`config.mk`:
```
export PLATFORM = sky130hd
export DESIGN_NAME = instruction_execute
export DESIGN_NICKNAME = d
export VERILOG_FILES = /design/src/rtl/exec_pkg.sv /design/src/rtl/alu_if.sv /design/src/rtl/exec_alu.sv /design/src/rtl/instruction_execute.sv
export VERILOG_INCLUDE_DIRS = /design/src /design/src/rtl
export SDC_FILE = /design/constraint.sdc
export NUM_CORES = 2
export LEC_CHECK = 0
export BUFFER_PORTS_ARGS = -buffer_cell sky130_fd_sc_hd__buf_2
export CORE_ASPECT_RATIO = 0.6
export CORE_MARGIN = 4
export CORE_UTILIZATION = 45
export CTS_BUF_LIST = sky130_fd_sc_hd__clkbuf_16
export DETAILED_ROUTE_END_ITERATION = 10
export PLACE_DENSITY = 0.69
export SLEW_MARGIN = 25
export SYNTH_ARGS = -nofsm -noshare
export SYNTH_HDL_FRONTEND = slang
export SYNTH_SLANG_ARGS = --single-unit
```
`constraint.sdc`:
```
create_clock -name aclk -period 18.3 [get_ports aclk]
set_input_delay 2.745 -clock aclk [delete_from_list [all_inputs] [get_ports aclk]]
set_output_delay 2.745 -clock aclk [all_outputs]
set_load 0.01 [all_outputs]
```
`src/rtl/exec_map.svh`:
```
// Register offsets, field positions, reset values and opcode patterns of the execute block.
// Assumes inclusion by bare name from the package and design files.
`ifndef EXEC_MAP_SVH
`define EXEC_MAP_SVH
// =====================================================
// Register offsets (byte addresses)
`define OFS_INSTR 8'h00
`define OFS_STATUS 8'h04
`define OFS_ACC 8'h08
`define OFS_OPTION 8'h0C
`define OFS_DIR5 8'h10
`define OFS_DIR6 8'h14
`define OFS_DIR7 8'h18
`define OFS_STACK 8'h1C
`define OFS_PC 8'h20
`define OFS_IRQ 8'h24
`define OFS_FIDX 8'h28
`define OFS_FDATA 8'h2C
// =====================================================
// Field positions
`define ST_BUSY 0
`define ST_CARRY 1
`define ST_NIBBLE 2
`define ST_ZERO 3
`define ST_ILLEGAL 4
`define IRQ_GIE 7
// =====================================================
// Reset values and constants
`define RST_BYTE 8'h00
`define RST_OPTION 8'hFF
`define RST_DIR 8'hFF
`define RST_PC 13'h0000
`define IRQ_VECTOR 13'h0004
`define LAST_PHASE 2'h3
`define RESP_OKAY 2'h0
`define RESP_SLVERR 2'h2
// =====================================================
// Opcode patterns
`define OPC_ADD_LIT 5'h1F
`define OPC_AND_LIT 6'h39
`define OPC_ADD_FILE 6'h07
`define OPC_AND_FILE 6'h05
`define OPC_SUB_FILE 6'h02
`define OPC_SWAP_FILE 6'h0E
`define OPC_RETURN_IRQ 14'h0009
`define OPC_OPTION 14'h0062
`define OPC_DIR_LOAD 11'h00C
`define DIR_FIRST 3'h5
`define DIR_LAST 3'h7
`endif

```
`src/rtl/exec_pkg.sv`:
```
// Types shared by the execute block and its arithmetic unit.
// Assumes exec_map.svh is on the include path.
`include "exec_map.svh"
package exec_pkg;
  // =====================================================
  // Arithmetic operations.
  typedef enum logic [2:0] {
    ALU_ADD = 3'b000,
    ALU_SUB = 3'b001,
    ALU_AND = 3'b010,
    ALU_SWAP = 3'b011,
    ALU_PASS = 3'b100
  } alu_op_type;
  // Engine states.
  typedef enum logic [1:0] {
    ST_IDLE = 2'b00,
    ST_EXEC = 2'b01,
    ST_WAIT = 2'b10
  } state_type;
  // Decoded instruction classes.
  typedef enum logic [3:0] {
    I_NOP = 4'b0000,
    I_ADD_LIT = 4'b0001,
    I_AND_LIT = 4'b0010,
    I_ADD_FILE = 4'b0011,
    I_AND_FILE = 4'b0100,
    I_SUB_FILE = 4'b0101,
    I_SWAP_FILE = 4'b0110,
    I_RETURN_IRQ = 4'b0111,
    I_OPTION = 4'b1000,
    I_DIR_LOAD = 4'b1001,
    I_BAD = 4'b1010
  } insn_type;
endpackage

```
`src/rtl/alu_if.sv`:
```
// Carrier between the execute engine and its arithmetic unit.
// Assumes a purely combinational unit on the far side.
`timescale 1ns/1ns
interface alu_if;
  import exec_pkg::*;
  alu_op_type op;
  logic [7:0] a;
  logic [7:0] b;
  logic [7:0] result;
  logic carry;
  logic nibble;
  logic zero;
  modport engine (output op, output a, output b, input result, input carry, input nibble, input zero);
  modport unit (input op, input a, input b, output result, output carry, output nibble, output zero);
endinterface

```
`src/rtl/exec_alu.sv`:
```
// Eight-bit arithmetic unit: add, subtract, AND, nibble swap and pass.
// Assumes operands stay stable while the engine samples the result.
`timescale 1ns/1ns
module exec_alu
  import exec_pkg::*;
(
  alu_if.unit bus // Operands in, result and flags out.
);
  logic [8:0] sum;
  logic [4:0] low;

  // =====================================================
  // Datapath
  // Subtraction adds the inverted operand plus one, so carry out means no borrow.
  always_comb begin
    sum = 9'h000;
    low = 5'h00;
    bus.result = bus.a;
    case (bus.op)
      ALU_ADD: begin
        sum = {1'b0, bus.a} + {1'b0, bus.b};
        low = {1'b0, bus.a[3:0]} + {1'b0, bus.b[3:0]};
        bus.result = sum[7:0];
      end
      ALU_SUB: begin
        sum = {1'b0, bus.a} + {1'b0, ~bus.b} + 9'h001; // [RULE_08]
        low = {1'b0, bus.a[3:0]} + {1'b0, ~bus.b[3:0]} + 5'h01;
        bus.result = sum[7:0];
      end
      ALU_AND: bus.result = bus.a & bus.b;
      ALU_SWAP: bus.result = {bus.a[3:0], bus.a[7:4]}; // [RULE_10]
      default: bus.result = bus.a;
    endcase
  end

  // Flags; carry set on no borrow and zero only on an all-zero result.
  assign bus.carry = sum[8]; // [RULE_09]
  assign bus.nibble = low[4];
  assign bus.zero = (bus.result == 8'h00); // [RULE_09]
endmodule // exec_alu

```
`src/rtl/instruction_execute.sv`:
```
// Execute engine for a subset of a 14-bit instruction set, with an AXI4-Lite register slave.
// Assumes one clock; software loads one instruction word at a time and polls busy.
//
// Behaviour
// RULE_01 - Add-immediate: accumulator plus literal into accumulator; carry, nibble and zero updated.
// RULE_02 - Add-to-file: accumulator plus file register, flags updated, one instruction cycle.
// RULE_03 - Target bit 0 sends result to accumulator, 1 back to the file register.
// RULE_04 - AND-immediate: accumulator AND literal into accumulator; only zero flag updated.
// RULE_05 - AND-with-file: accumulator AND file register to target; only zero updated.
// RULE_06 - Return from interrupt: pop stack to counter, set enable, two cycles, flags kept.
// RULE_07 - Option load: accumulator into option register, one cycle, flags untouched.
// RULE_08 - Subtract: file register minus accumulator, two's complement, to target, flags updated.
// RULE_09 - Subtract carry means no borrow; zero only when difference is zero.
// RULE_10 - Nibble exchange of file register to target, flags untouched.
// RULE_11 - Direction load copies accumulator to direction register 5 to 7, flags untouched.
// RULE_12 - Four phases: decode, operand read, process, write-back.
// RULE_13 - Global enable is bit 7 of irq control; vector when pending and unmasked.
`timescale 1ns/1ns
`include "exec_map.svh"
module instruction_execute
  import exec_pkg::*;
#(
  parameter int FILE_DEPTH = 128
) (
  input wire logic aclk, // Core clock.
  input wire logic aresetn, // Synchronous reset, active low.
  input wire logic [7:0] awaddr, // Write address.
  input wire logic awvalid, // Write address valid.
  output logic awready, // Write address ready.
  input wire logic [31:0] wdata, // Write data.
  input wire logic [3:0] wstrb, // Write byte strobes.
  input wire logic wvalid, // Write data valid.
  output logic wready, // Write data ready.
  output logic [1:0] bresp, // Write response.
  output logic bvalid, // Write response valid.
  input wire logic bready, // Write response ready.
  input wire logic [7:0] araddr, // Read address.
  input wire logic arvalid, // Read address valid.
  output logic arready, // Read address ready.
  output logic [31:0] rdata, // Read data.
  output logic [1:0] rresp, // Read response.
  output logic rvalid, // Read data valid.
  input wire logic rready, // Read data ready.
  input wire logic [2:0] irq_event, // Interrupt source pulses.
  output logic [7:0] option_value, // Option configuration register.
  output logic [7:0] port_dir_5, // Direction register 5.
  output logic [7:0] port_dir_6, // Direction register 6.
  output logic [7:0] port_dir_7, // Direction register 7.
  output logic global_irq_enable, // Global interrupt enable.
  output logic busy // Engine is running or has a word queued.
);
  // =====================================================
  // Declarations
  logic [7:0] aw_addr;
  logic [31:0] w_data;
  logic [3:0] w_strb;
  logic aw_full;
  logic w_full;
  logic do_write;
  logic [31:0] wval;
  logic [13:0] instr;
  logic start_pending;
  state_type state;
  logic [1:0] phase;
  insn_type cls;
  logic [7:0] operand;
  logic [7:0] result;
  logic res_carry;
  logic res_nibble;
  logic res_zero;
  logic [7:0] acc;
  logic carry_flag;
  logic nibble_borrow_flag;
  logic zero_flag;
  logic illegal_flag;
  logic [7:0] file_mem [FILE_DEPTH];
  logic [6:0] file_index;
  logic [12:0] program_counter;
  logic [12:0] stack_top;
  logic [5:0] irq_bits;
  logic vector_now;
  logic idle;
  logic in_write;
  logic target_file;
  logic [6:0] file_addr;
  alu_if alu ();

  // Merges the written word into the old value lane by lane.
  function automatic logic [31:0] merge(input logic [31:0] old, input logic [31:0] nw, input logic [3:0] st);
    logic [31:0] m;
    m = old;
    for (int i = 0; i < 4; i++) begin
      if (st[i]) begin
        m[8*i +: 8] = nw[8*i +: 8];
      end
    end
    return m;
  endfunction

  // Classifies an instruction word; the option pattern is checked before the direction pattern it overlaps.
  function automatic insn_type decode(input logic [13:0] w);
    insn_type c;
    c = I_BAD;
    if (w[13:9] == `OPC_ADD_LIT) c = I_ADD_LIT; // [RULE_01]
    else if (w[13:8] == `OPC_AND_LIT) c = I_AND_LIT; // [RULE_04]
    else if (w[13:8] == `OPC_ADD_FILE) c = I_ADD_FILE; // [RULE_02]
    else if (w[13:8] == `OPC_AND_FILE) c = I_AND_FILE; // [RULE_05]
    else if (w[13:8] == `OPC_SUB_FILE) c = I_SUB_FILE; // [RULE_08]
    else if (w[13:8] == `OPC_SWAP_FILE) c = I_SWAP_FILE; // [RULE_10]
    else if (w == `OPC_RETURN_IRQ) c = I_RETURN_IRQ; // [RULE_06]
    else if (w == `OPC_OPTION) c = I_OPTION; // [RULE_07]
    else if (w[13:3] == `OPC_DIR_LOAD) c = I_DIR_LOAD; // [RULE_11]
    else if (w[13:7] == 7'h00 && w[4:0] == 5'h00) c = I_NOP;
    return c;
  endfunction

  // =====================================================
  // Shared terms
  assign idle = (state == ST_IDLE);
  assign do_write = aw_full && w_full && !bvalid;
  assign in_write = do_write && idle && !start_pending;
  assign wval = w_data;
  assign target_file = instr[7];
  assign file_addr = instr[6:0];
  // Vectoring waits for an idle engine so an instruction is never cut in half.
  assign vector_now = idle && !start_pending && global_irq_enable && |(irq_bits[2:0] & irq_bits[5:3]); // [RULE_13]

  // =====================================================
  // AXI4-Lite write channel
  // Address and data are taken in either order; the response follows one cycle after both.
  always_ff @(posedge aclk) begin
    if (!aresetn) begin
      awready <= 1'b1;
      wready <= 1'b1;
      aw_full <= 1'b0;
      w_full <= 1'b0;
      aw_addr <= 8'h00;
      w_data <= 32'h0000_0000;
      w_strb <= 4'h0;
      bvalid <= 1'b0;
      bresp <= `RESP_OKAY;
    end else begin
      if (awvalid && awready) begin
        aw_addr <= awaddr;
        aw_full <= 1'b1;
        awready <= 1'b0;
      end
      if (wvalid && wready) begin
        w_data <= wdata;
        w_strb <= wstrb;
        w_full <= 1'b1;
        wready <= 1'b0;
      end
      if (do_write) begin
        bvalid <= 1'b1;
        case (aw_addr)
          `OFS_INSTR: bresp <= (idle && !start_pending) ? `RESP_OKAY : `RESP_SLVERR;
          `OFS_STATUS, `OFS_ACC, `OFS_OPTION, `OFS_DIR5, `OFS_DIR6, `OFS_DIR7,
          `OFS_STACK, `OFS_PC, `OFS_IRQ, `OFS_FIDX, `OFS_FDATA: bresp <= `RESP_OKAY;
          default: bresp <= `RESP_SLVERR;
        endcase
      end
      if (bvalid && bready) begin
        bvalid <= 1'b0;
        aw_full <= 1'b0;
        w_full <= 1'b0;
        awready <= 1'b1;
        wready <= 1'b1;
      end
    end
  end

  // =====================================================
  // AXI4-Lite read channel
  always_ff @(posedge aclk) begin
    if (!aresetn) begin
      arready <= 1'b1;
      rvalid <= 1'b0;
      rdata <= 32'h0000_0000;
      rresp <= `RESP_OKAY;
    end else begin
      if (arvalid && arready) begin
        arready <= 1'b0;
        rvalid <= 1'b1;
        rresp <= `RESP_OKAY;
        case (araddr)
          `OFS_INSTR: rdata <= {18'h0, instr};
          `OFS_STATUS: rdata <= {27'h0, illegal_flag, zero_flag, nibble_borrow_flag, carry_flag, busy};
          `OFS_ACC: rdata <= {24'h000000, acc};
          `OFS_OPTION: rdata <= {24'h000000, option_value};
          `OFS_DIR5: rdata <= {24'h000000, port_dir_5};
          `OFS_DIR6: rdata <= {24'h000000, port_dir_6};
          `OFS_DIR7: rdata <= {24'h000000, port_dir_7};
          `OFS_STACK: rdata <= {19'h0, stack_top};
          `OFS_PC: rdata <= {19'h0, program_counter};
          `OFS_IRQ: rdata <= {24'h000000, global_irq_enable, 1'b0, irq_bits};
          `OFS_FIDX: rdata <= {25'h0, file_index};
          `OFS_FDATA: rdata <= {24'h000000, file_mem[file_index]};
          default: begin
            rdata <= 32'h0000_0000;
            rresp <= `RESP_SLVERR;
          end
        endcase
      end
      if (rvalid && rready) begin
        rvalid <= 1'b0;
        arready <= 1'b1;
      end
    end
  end

  // =====================================================
  // Instruction word and start request
  // Writes while busy are refused so a running instruction never sees its word change.
  always_ff @(posedge aclk) begin
    if (!aresetn) begin
      instr <= 14'h0000;
      start_pending <= 1'b0;
    end else if (in_write && aw_addr == `OFS_INSTR) begin
      instr <= 14'(merge({18'h0, instr}, wval, w_strb));
      start_pending <= 1'b1;
    end else if (idle && start_pending) begin
      start_pending <= 1'b0;
    end
  end

  // Busy mirrors the engine and any queued word.
  always_ff @(posedge aclk) begin
    if (!aresetn) begin
      busy <= 1'b0;
    end else begin
      busy <= (in_write && aw_addr == `OFS_INSTR) || start_pending || !idle;
    end
  end

  // =====================================================
  // Phase sequencer
  // Each instruction cycle is four clocks; the return from interrupt adds a fully idle cycle.
  always_ff @(posedge aclk) begin
    if (!aresetn) begin
      state <= ST_IDLE;
      phase <= 2'h0;
    end else begin
      case (state)
        ST_IDLE: begin
          phase <= 2'h0;
          if (start_pending) begin
            state <= ST_EXEC;
          end
        end
        ST_EXEC: begin
          phase <= phase + 2'h1; // [RULE_12]
          if (phase == `LAST_PHASE) begin
            state <= (cls == I_RETURN_IRQ) ? ST_WAIT : ST_IDLE; // [RULE_06]
          end
        end
        ST_WAIT: begin
          phase <= phase + 2'h1;
          if (phase == `LAST_PHASE) begin
            state <= ST_IDLE;
          end
        end
        default: state <= ST_IDLE;
      endcase
    end
  end

  // =====================================================
  // Decode, operand read and processing phases
  always_ff @(posedge aclk) begin
    if (!aresetn) begin
      cls <= I_NOP;
      operand <= 8'h00;
      result <= 8'h00;
      res_carry <= 1'b0;
      res_nibble <= 1'b0;
      res_zero <= 1'b0;
    end else if (state == ST_EXEC) begin
      case (phase)
        2'h0: cls <= decode(instr); // [RULE_12]
        2'h1: operand <= (cls == I_ADD_LIT || cls == I_AND_LIT) ? instr[7:0] : file_mem[file_addr];
        2'h2: begin
          result <= alu.result;
          res_carry <= alu.carry;
          res_nibble <= alu.nibble;
          res_zero <= alu.zero;
        end
        default: ;
      endcase
    end
  end

  // Operand routing into the arithmetic unit; subtraction takes the file operand first.
  always_comb begin
    alu.op = ALU_PASS;
    alu.a = acc;
    alu.b = operand;
    case (cls)
      I_ADD_LIT, I_ADD_FILE: alu.op = ALU_ADD;
      I_AND_LIT, I_AND_FILE: alu.op = ALU_AND;
      I_SUB_FILE: begin
        alu.op = ALU_SUB;
        alu.a = operand; // [RULE_08]
        alu.b = acc;
      end
      I_SWAP_FILE: begin
        alu.op = ALU_SWAP;
        alu.a = operand;
      end
      default: alu.op = ALU_PASS;
    endcase
  end

  exec_alu alu_unit (
    .bus(alu.unit)
  );

  // =====================================================
  // Accumulator write-back
  always_ff @(posedge aclk) begin
    if (!aresetn) begin
      acc <= `RST_BYTE;
    end else if (state == ST_EXEC && phase == `LAST_PHASE) begin
      case (cls)
        I_ADD_LIT, I_AND_LIT: acc <= result; // [RULE_01] [RULE_04]
        I_ADD_FILE, I_AND_FILE, I_SUB_FILE, I_SWAP_FILE: begin
          if (!target_file) begin
            acc <= result; // [RULE_03]
          end
        end
        default: ;
      endcase
    end else if (in_write && aw_addr == `OFS_ACC) begin
      acc <= 8'(merge({24'h0, acc}, wval, w_strb));
    end
  end

  // =====================================================
  // File registers and software window index
  // The window index lets software preload and inspect operands without a wide address map.
  always_ff @(posedge aclk) begin
    if (!aresetn) begin
      file_index <= 7'h00;
    end else if (in_write && aw_addr == `OFS_FIDX) begin
      file_index <= 7'(merge({25'h0, file_index}, wval, w_strb));
    end
  end

  always_ff @(posedge aclk) begin
    if (state == ST_EXEC && phase == `LAST_PHASE && target_file &&
        (cls == I_ADD_FILE || cls == I_AND_FILE || cls == I_SUB_FILE || cls == I_SWAP_FILE)) begin
      file_mem[file_addr] <= result; // [RULE_03]
    end else if (in_write && aw_addr == `OFS_FDATA) begin
      file_mem[file_index] <= 8'(merge({24'h0, file_mem[file_index]}, wval, w_strb));
    end
  end

  // =====================================================
  // Status flags
  // Swap, return and option loads fall through and leave every flag alone; a direction load sets only the illegal flag, for a selector below 5.
  always_ff @(posedge aclk) begin
    if (!aresetn) begin
      carry_flag <= 1'b0;
      nibble_borrow_flag <= 1'b0;
      zero_flag <= 1'b0;
      illegal_flag <= 1'b0;
    end else if (state == ST_EXEC && phase == `LAST_PHASE) begin
      case (cls)
        I_ADD_LIT, I_ADD_FILE, I_SUB_FILE: begin
          carry_flag <= res_carry; // [RULE_01] [RULE_02] [RULE_09]
          nibble_borrow_flag <= res_nibble;
          zero_flag <= res_zero;
        end
        I_AND_LIT, I_AND_FILE: zero_flag <= res_zero; // [RULE_04] [RULE_05]
        I_DIR_LOAD: begin
          if (instr[2:0] < `DIR_FIRST) begin
            illegal_flag <= 1'b1;
          end
        end
        I_BAD: illegal_flag <= 1'b1;
        default: ;
      endcase
    end else if (in_write && aw_addr == `OFS_STATUS && w_strb[0]) begin
      carry_flag <= wval[`ST_CARRY];
      nibble_borrow_flag <= wval[`ST_NIBBLE];
      zero_flag <= wval[`ST_ZERO];
      illegal_flag <= illegal_flag && !wval[`ST_ILLEGAL];
    end
  end

  // =====================================================
  // Option and direction registers
  always_ff @(posedge aclk) begin
    if (!aresetn) begin
      option_value <= `RST_OPTION;
      port_dir_5 <= `RST_DIR;
      port_dir_6 <= `RST_DIR;
      port_dir_7 <= `RST_DIR;
    end else if (state == ST_EXEC && phase == `LAST_PHASE) begin
      if (cls == I_OPTION) begin
        option_value <= acc; // [RULE_07]
      end
      if (cls == I_DIR_LOAD) begin
        case (instr[2:0])
          `DIR_FIRST: port_dir_5 <= acc; // [RULE_11]
          3'h6: port_dir_6 <= acc;
          `DIR_LAST: port_dir_7 <= acc;
          default: ;
        endcase
      end
    end else if (in_write) begin
      case (aw_addr)
        `OFS_OPTION: option_value <= 8'(merge({24'h0, option_value}, wval, w_strb));
        `OFS_DIR5: port_dir_5 <= 8'(merge({24'h0, port_dir_5}, wval, w_strb));
        `OFS_DIR6: port_dir_6 <= 8'(merge({24'h0, port_dir_6}, wval, w_strb));
        `OFS_DIR7: port_dir_7 <= 8'(merge({24'h0, port_dir_7}, wval, w_strb));
        default: ;
      endcase
    end
  end

  // =====================================================
  // Program counter and stack top
  always_ff @(posedge aclk) begin
    if (!aresetn) begin
      program_counter <= `RST_PC;
      stack_top <= `RST_PC;
    end else if (vector_now) begin
      stack_top <= program_counter; // [RULE_13]
      program_counter <= `IRQ_VECTOR;
    end else if (state == ST_EXEC && phase == `LAST_PHASE) begin
      if (cls == I_RETURN_IRQ) begin
        program_counter <= stack_top; // [RULE_06]
      end else begin
        program_counter <= program_counter + 13'h0001;
      end
    end else if (in_write && aw_addr == `OFS_PC) begin
      program_counter <= 13'(merge({19'h0, program_counter}, wval, w_strb));
    end else if (in_write && aw_addr == `OFS_STACK) begin
      stack_top <= 13'(merge({19'h0, stack_top}, wval, w_strb));
    end
  end

  // =====================================================
  // Interrupt control: flags [2:0], masks [5:3], global enable
  // A source pulse in the clearing cycle still lands, so no event is lost.
  always_ff @(posedge aclk) begin
    if (!aresetn) begin
      irq_bits <= 6'h00;
      global_irq_enable <= 1'b0; // [RULE_13]
    end else begin
      if (in_write && aw_addr == `OFS_IRQ && w_strb[0]) begin
        irq_bits <= wval[5:0] | {3'h0, irq_event};
      end else begin
        irq_bits <= irq_bits | {3'h0, irq_event};
      end
      if (vector_now) begin
        global_irq_enable <= 1'b0; // [RULE_13]
      end else if (state == ST_EXEC && phase == 2'h2 && cls == I_RETURN_IRQ) begin
        global_irq_enable <= 1'b1; // [RULE_06]
      end else if (in_write && aw_addr == `OFS_IRQ && w_strb[0]) begin
        global_irq_enable <= wval[`IRQ_GIE];
      end
    end
  end
endmodule // instruction_execute

```
**Word level (Yosys, flattened, before mapping)**

Memory sizes are Yosys's and may differ from the RTL's. A register that Yosys moved wholly into a read port is not among the register bits.
Index checks and enable logic that the tools add are counted.

- $add $sub $neg: 8
- Magnitude comparators: 1
- Equal/unequal tests: 68
- Multiplexer cells: 93
- Bitwise logic cells: 7
- Reduce and logical (&&, ||, !) cells: 101

Operator list:

| cell | number |
|---|---|
| two-way mux 8 bit | 30 |
| case mux 14 bit (12 select lines) | 1 |
| two-way mux 13 bit | 7 |
| equality test 8 x 5 -> 1 bit, second input constant | 8 |
| equality test 8 x 6 -> 1 bit, second input constant | 8 |
| two-way mux 4 bit | 10 |
| two-way mux 7 bit | 5 |
| equality test 8 x 4 -> 1 bit, second input constant | 4 |
| case mux 8 bit (4 select lines) | 1 |
| nonzero test 2 bit | 16 |
| logical AND 1 bit | 30 |
| zero test 8 bit | 3 |
| two-way mux 1 bit | 22 |
| AND reduction 2 bit | 11 |
| adder 8 x 8 -> 9 bit | 2 |
| case mux 9 bit (2 select lines) | 1 |
| equality test 4 x 3 -> 1 bit, second input constant | 4 |
| equality test 8 x 3 -> 1 bit, second input constant | 2 |
| case mux 8 bit (2 select lines) | 1 |
| AND reduction 4 bit | 4 |
| OR reduction 2 bit | 8 |
| AND reduction 5 bit | 3 |
| equality test 14 x 4 -> 1 bit, second input constant | 1 |
| equality test 14 x 7 -> 1 bit, second input constant | 1 |
| other kinds (53) | 95 |

- Flip-flop bits (word level): 194
- RAM bits: 1024
- Input bits: 62
- Output and inout port bits: 75
- Word-level logic and storage cells: 321
- Memories: 1

Memories:

| memory | words | bits a word | rd ports | clocked after memory_dff | wr ports | RTL line | text |
|---|---|---|---|---|---|---|---|
| file_mem | 128 | 8 | 2 | 2 | 1 | instruction_execute.sv:76 | `logic [7:0] file_mem [FILE_DEPTH];` |

**Logic depth before layout (Yosys ltp)**

- Depth in word-level cells: 12
- Mapped depth: 16
- Mapped depth without buffers: 14

**Hierarchy**

From an unflattened synthesis, not the netlist that was laid out.

- Cells, all modules: 3857
- Area total of the unflattened synthesis: 59076.7 sq um

By module, submodules not included:

| module | times used | cells each | area an instance (sq um) | sequential area each (sq um) |
|---|---|---|---|---|
| instruction_execute | 1 | 3700 | 57909.3 | 34513.1 |
| exec_alu | 1 | 157 | 1167.4 | 0.0 |

**Least setup slack after synthesis**

Ideal clock, no wire load.

- Kind: register -> register
- Start: register (tool-made name)
- End: memory file_mem[0][2], data pin
- Library setup time: 1197 ps
- Data arrival time: 7051 ps
- Setup slack: 10053 ps
- Stages on the path, launching flop included: 9
- Clock period less this slack: 8247 ps
- Cell sequence: dfxtp_1 buf_1 clkbuf_1 clkbuf_1 mux4_2 o21ai_0 a221oi_1 nor4_1 o21ai_0

RTL lines:

| item | RTL line |
|---|---|
| to (decl) | instruction_execute.sv:76 |

==> impl_metrics.tcl <==
set metrics [dict create \
    status "complete, no violations" \
    vias 35932 \
    synth_warnings 0 \
    path_class "reg2reg" \
    grt_max_degree 115 \
    fin_cells 5288 \
    async_reset_ff_share_pct 0 \
    htree_levels 3 \
    drtIter0Drc 6090 \
    syn_inst 3452 \
    core_mm2 0.127 \
    die_h_um 286 \
    rows 101 \
    ys_ff_latch 1212 \
    multiInputGateArea_mm2 0.0222 \
    hpwl_um 116000 \
    regArea_mm2 0.0345 \
    yosysSeqAreaShare_pct 59.7 \
    layout_common_cells "1024 x edfxtp_1, 588 x mux4_2, 250 x nand2_1" \
    die_area_mm2 0.135 \
    maxSlewHeadroom_pct 26.3 \
    grt.overflow.total 0 \
    antenna_found_initial 4 \
    netlist_area_mm2 0.0578 \
    wl_per_cell_um 32.5 \
    finalCritPeriodShare_pct 33.8 \
    hold_ws_ns 0.464 \
    max-clock-path-buffers 3 \
    grt_pass1_wl_um 247000 \
    grt_setup_unrepaired "no" \
    hp-class "reg2reg" \
    ir_worst_vdd_mv 0.116 \
    tns_ns 0 \
    synth_cell_types 75 \
    global_route.usage.total_pct 25.2 \
    route.detailed.drc 0 \
    finalSetupViolCount 0 \
    cts_hold_buf 0 \
    tritoncts "built" \
    cp-start-kind "flop" \
    layout-drive-gt1-share_pct 29.3 \
    finClkSkew_ns 0.0348 \
    area_growth_pct 10.4 \
    worst_pin_slew_ns 1.11 \
    via_per_inst 6.80 \
    cts_buffers 105 \
    syn_avg_cell_area_um2 16.8 \
    maxSlewViolCount 0 \
    port_buffers 96 \
    worst_setup_path_end_kind "flop" \
    cts.reportedPaths.clkPinSlew_ns 0.07 \
    cts_root_buffer "clkbuf_16" \
    wirelength_um 172000 \
    die_x_um 471 \
    power_uw 5320 \
    postRouteAntennaNets 0 \
    cts-resized-gates 0 \
    clk_latency_ns 0.74 \
    r2r_cells 10 \
    nFillCells 10222 \
    crit_fanout 82 \
    synth_flop_cell "edfxtp_1" \
    finalHoldViolCount 0 \
    power.density_mw_per_mm2 83.3 \
    worst_slack_ns 12.11 \
    cap_violations 0 \
    final_common_cell "edfxtp_1" \
    post-route-min-period_ns 6.19 \
    start_util_pct 45.5 \
    grt_pass1_vias 33940 \
    gp_congestion 0.957 \
    critPathArrivalTime_ns 6.51 \
    fmax_mhz 162 \
    dr.pass1.iters 9 \
    nets 3584 \
    p_leak_uw 0.0172 \
    cts.sinks 1212 \
    io_pins 137 \
    synth_edf_count 1024 \
    post-place-cells 5078 \
    cts_setup_buffers 0 \
    worstPathRequired_ns 18.62 \
    holdPathStages 2 \
    pre_cts_ws_ns 11.81 \
    r2r_setup_slack_ns 12.11 \
]
## where the power goes
| group | internal [uW] | switching (uW) | leakage (uW) | total [uW] |
|---|---|---|---|---|
| Clock | 1240 | 1060 | 0.00178 | 2300 |
| Combinational | 16.6 | 35.0 | 0.00591 | 51.6 |
| Sequential | 2950 | 9.60 | 0.00949 | 2960 |
| Total | 4210 | 1110 | 0.0172 | 5320 |
## registers in the layout, summed over array words and instances, names as in the netlist, 4 cells and up, named ones only
name	cells
port_dir_7	8
file_mem	1024
result	8
option_value	8
w_data	14
cls	4
irq_bits	6
port_dir_6	8
file_index	7
acc	8
program_counter	13
rdata	14
aw_addr	8
operand	8
port_dir_5	8
stack_top	13
instr	14
## worst paths after layout
path                 start               to
hold reg to reg   rdata[6]         rdata[6]
hold / removal    rdata[6]         rdata[6]
setup reg to reg      flop  file_mem[79][3]
setup / recovery      flop  file_mem[79][3]
## cells by family after synthesis
kind of cell             synth area share (%)
AO/OA/AOI/OAI                            5.95
XOR/XNOR                                0.273
adder cells (fa/ha/maj)                 0.632
buffers and inverters                    2.31
flip-flops                               59.7
multiplexers                             25.8
other                                 0.00648
AND/OR/NAND/NOR                          5.32
## worst max-delay path, stage by stage (launching register included)
cell and delay [ns]:
dfxtp_4 0.83, buf_12 0.56, buf_4 0.80, mux4_2 0.59, mux2_2 0.28, o221ai_1 0.53, a221oi_1 0.23, nor4_1 0.83
o21ai_4 0.04, buf_4 0.31, buf_4 0.45
## synth_stat cells, drive strengths merged, types with 4 or more instances
library cell     n  area (um2)
edfxtp        1024       30700
mux4           588       13200
nand2          250         938
nor2           195         734
dfxtp          188        3760
clkbuf         163         612
mux2i          108        1080
buf            107         611
o21ai           92         460
nand3           62         310
mux2            55         619
a21boi          51         383
a21oi           42         210
a221oi          40         350
o221ai          40         350
o211ai          38         285
nor2b           31         194
inv             30         113
ha              26         325
o211a           26         260
nand2b          24         150
a222oi          23         230
a31oi           21         131
a22oi           19         143
and2            18         113
nand3b          13        97.6
and3            12        75.1
nor3            12        60.1
nor4            12        75.1
o21a            12        90.1
a211oi          11        82.6
o22ai           10        62.6
xor2            10        87.6
o31ai            8        60.1
xnor2            8        70.1
or2              6        37.5
a22o             5        43.8
nand4            5        31.3
nor4b            5        43.8
or3              5        31.3
a21o             4        30.0
nor3b            4        30.0
or4              4        30.0
or4b             4        40.0
## stage by stage
| stage | utilization (%) | area (um2) |
|---|---|---|
| final | 50.3 | 63800 |
| after global routing | 50.3 | 63800 |
| after CTS | 50.1 | 63700 |
| after detailed placement | 47.4 | 60100 |
| after global placement | 47.3 | 60100 |
| after floorplan | - | 57900 |
## area by class of cell
type                            count  share of cell area (%)
Antenna cell                        2                 0.00784
Inverter                           30                   0.176
Multi-Input combinational cell   1959                    34.8
Clock inverter                     93                    1.30
Sequential cell                  1212                    54.1
Timing Repair Buffer              186                    2.03
Tap cell                         1699                    3.33
Clock buffer                      107                    4.19
## metal layers
metal / share of wire [%] / global-route usage, % / wire length [um]
met5: 0.0058 / 0 / 10
met4: 1.6 / 4.64 / 2750
met3: 17 / 10.5 / 29800
met2: 39 / 31.8 / 66900
met1: 42 / 40.4 / 72300
Note: power is estimated with default switching activity, not from simulation.
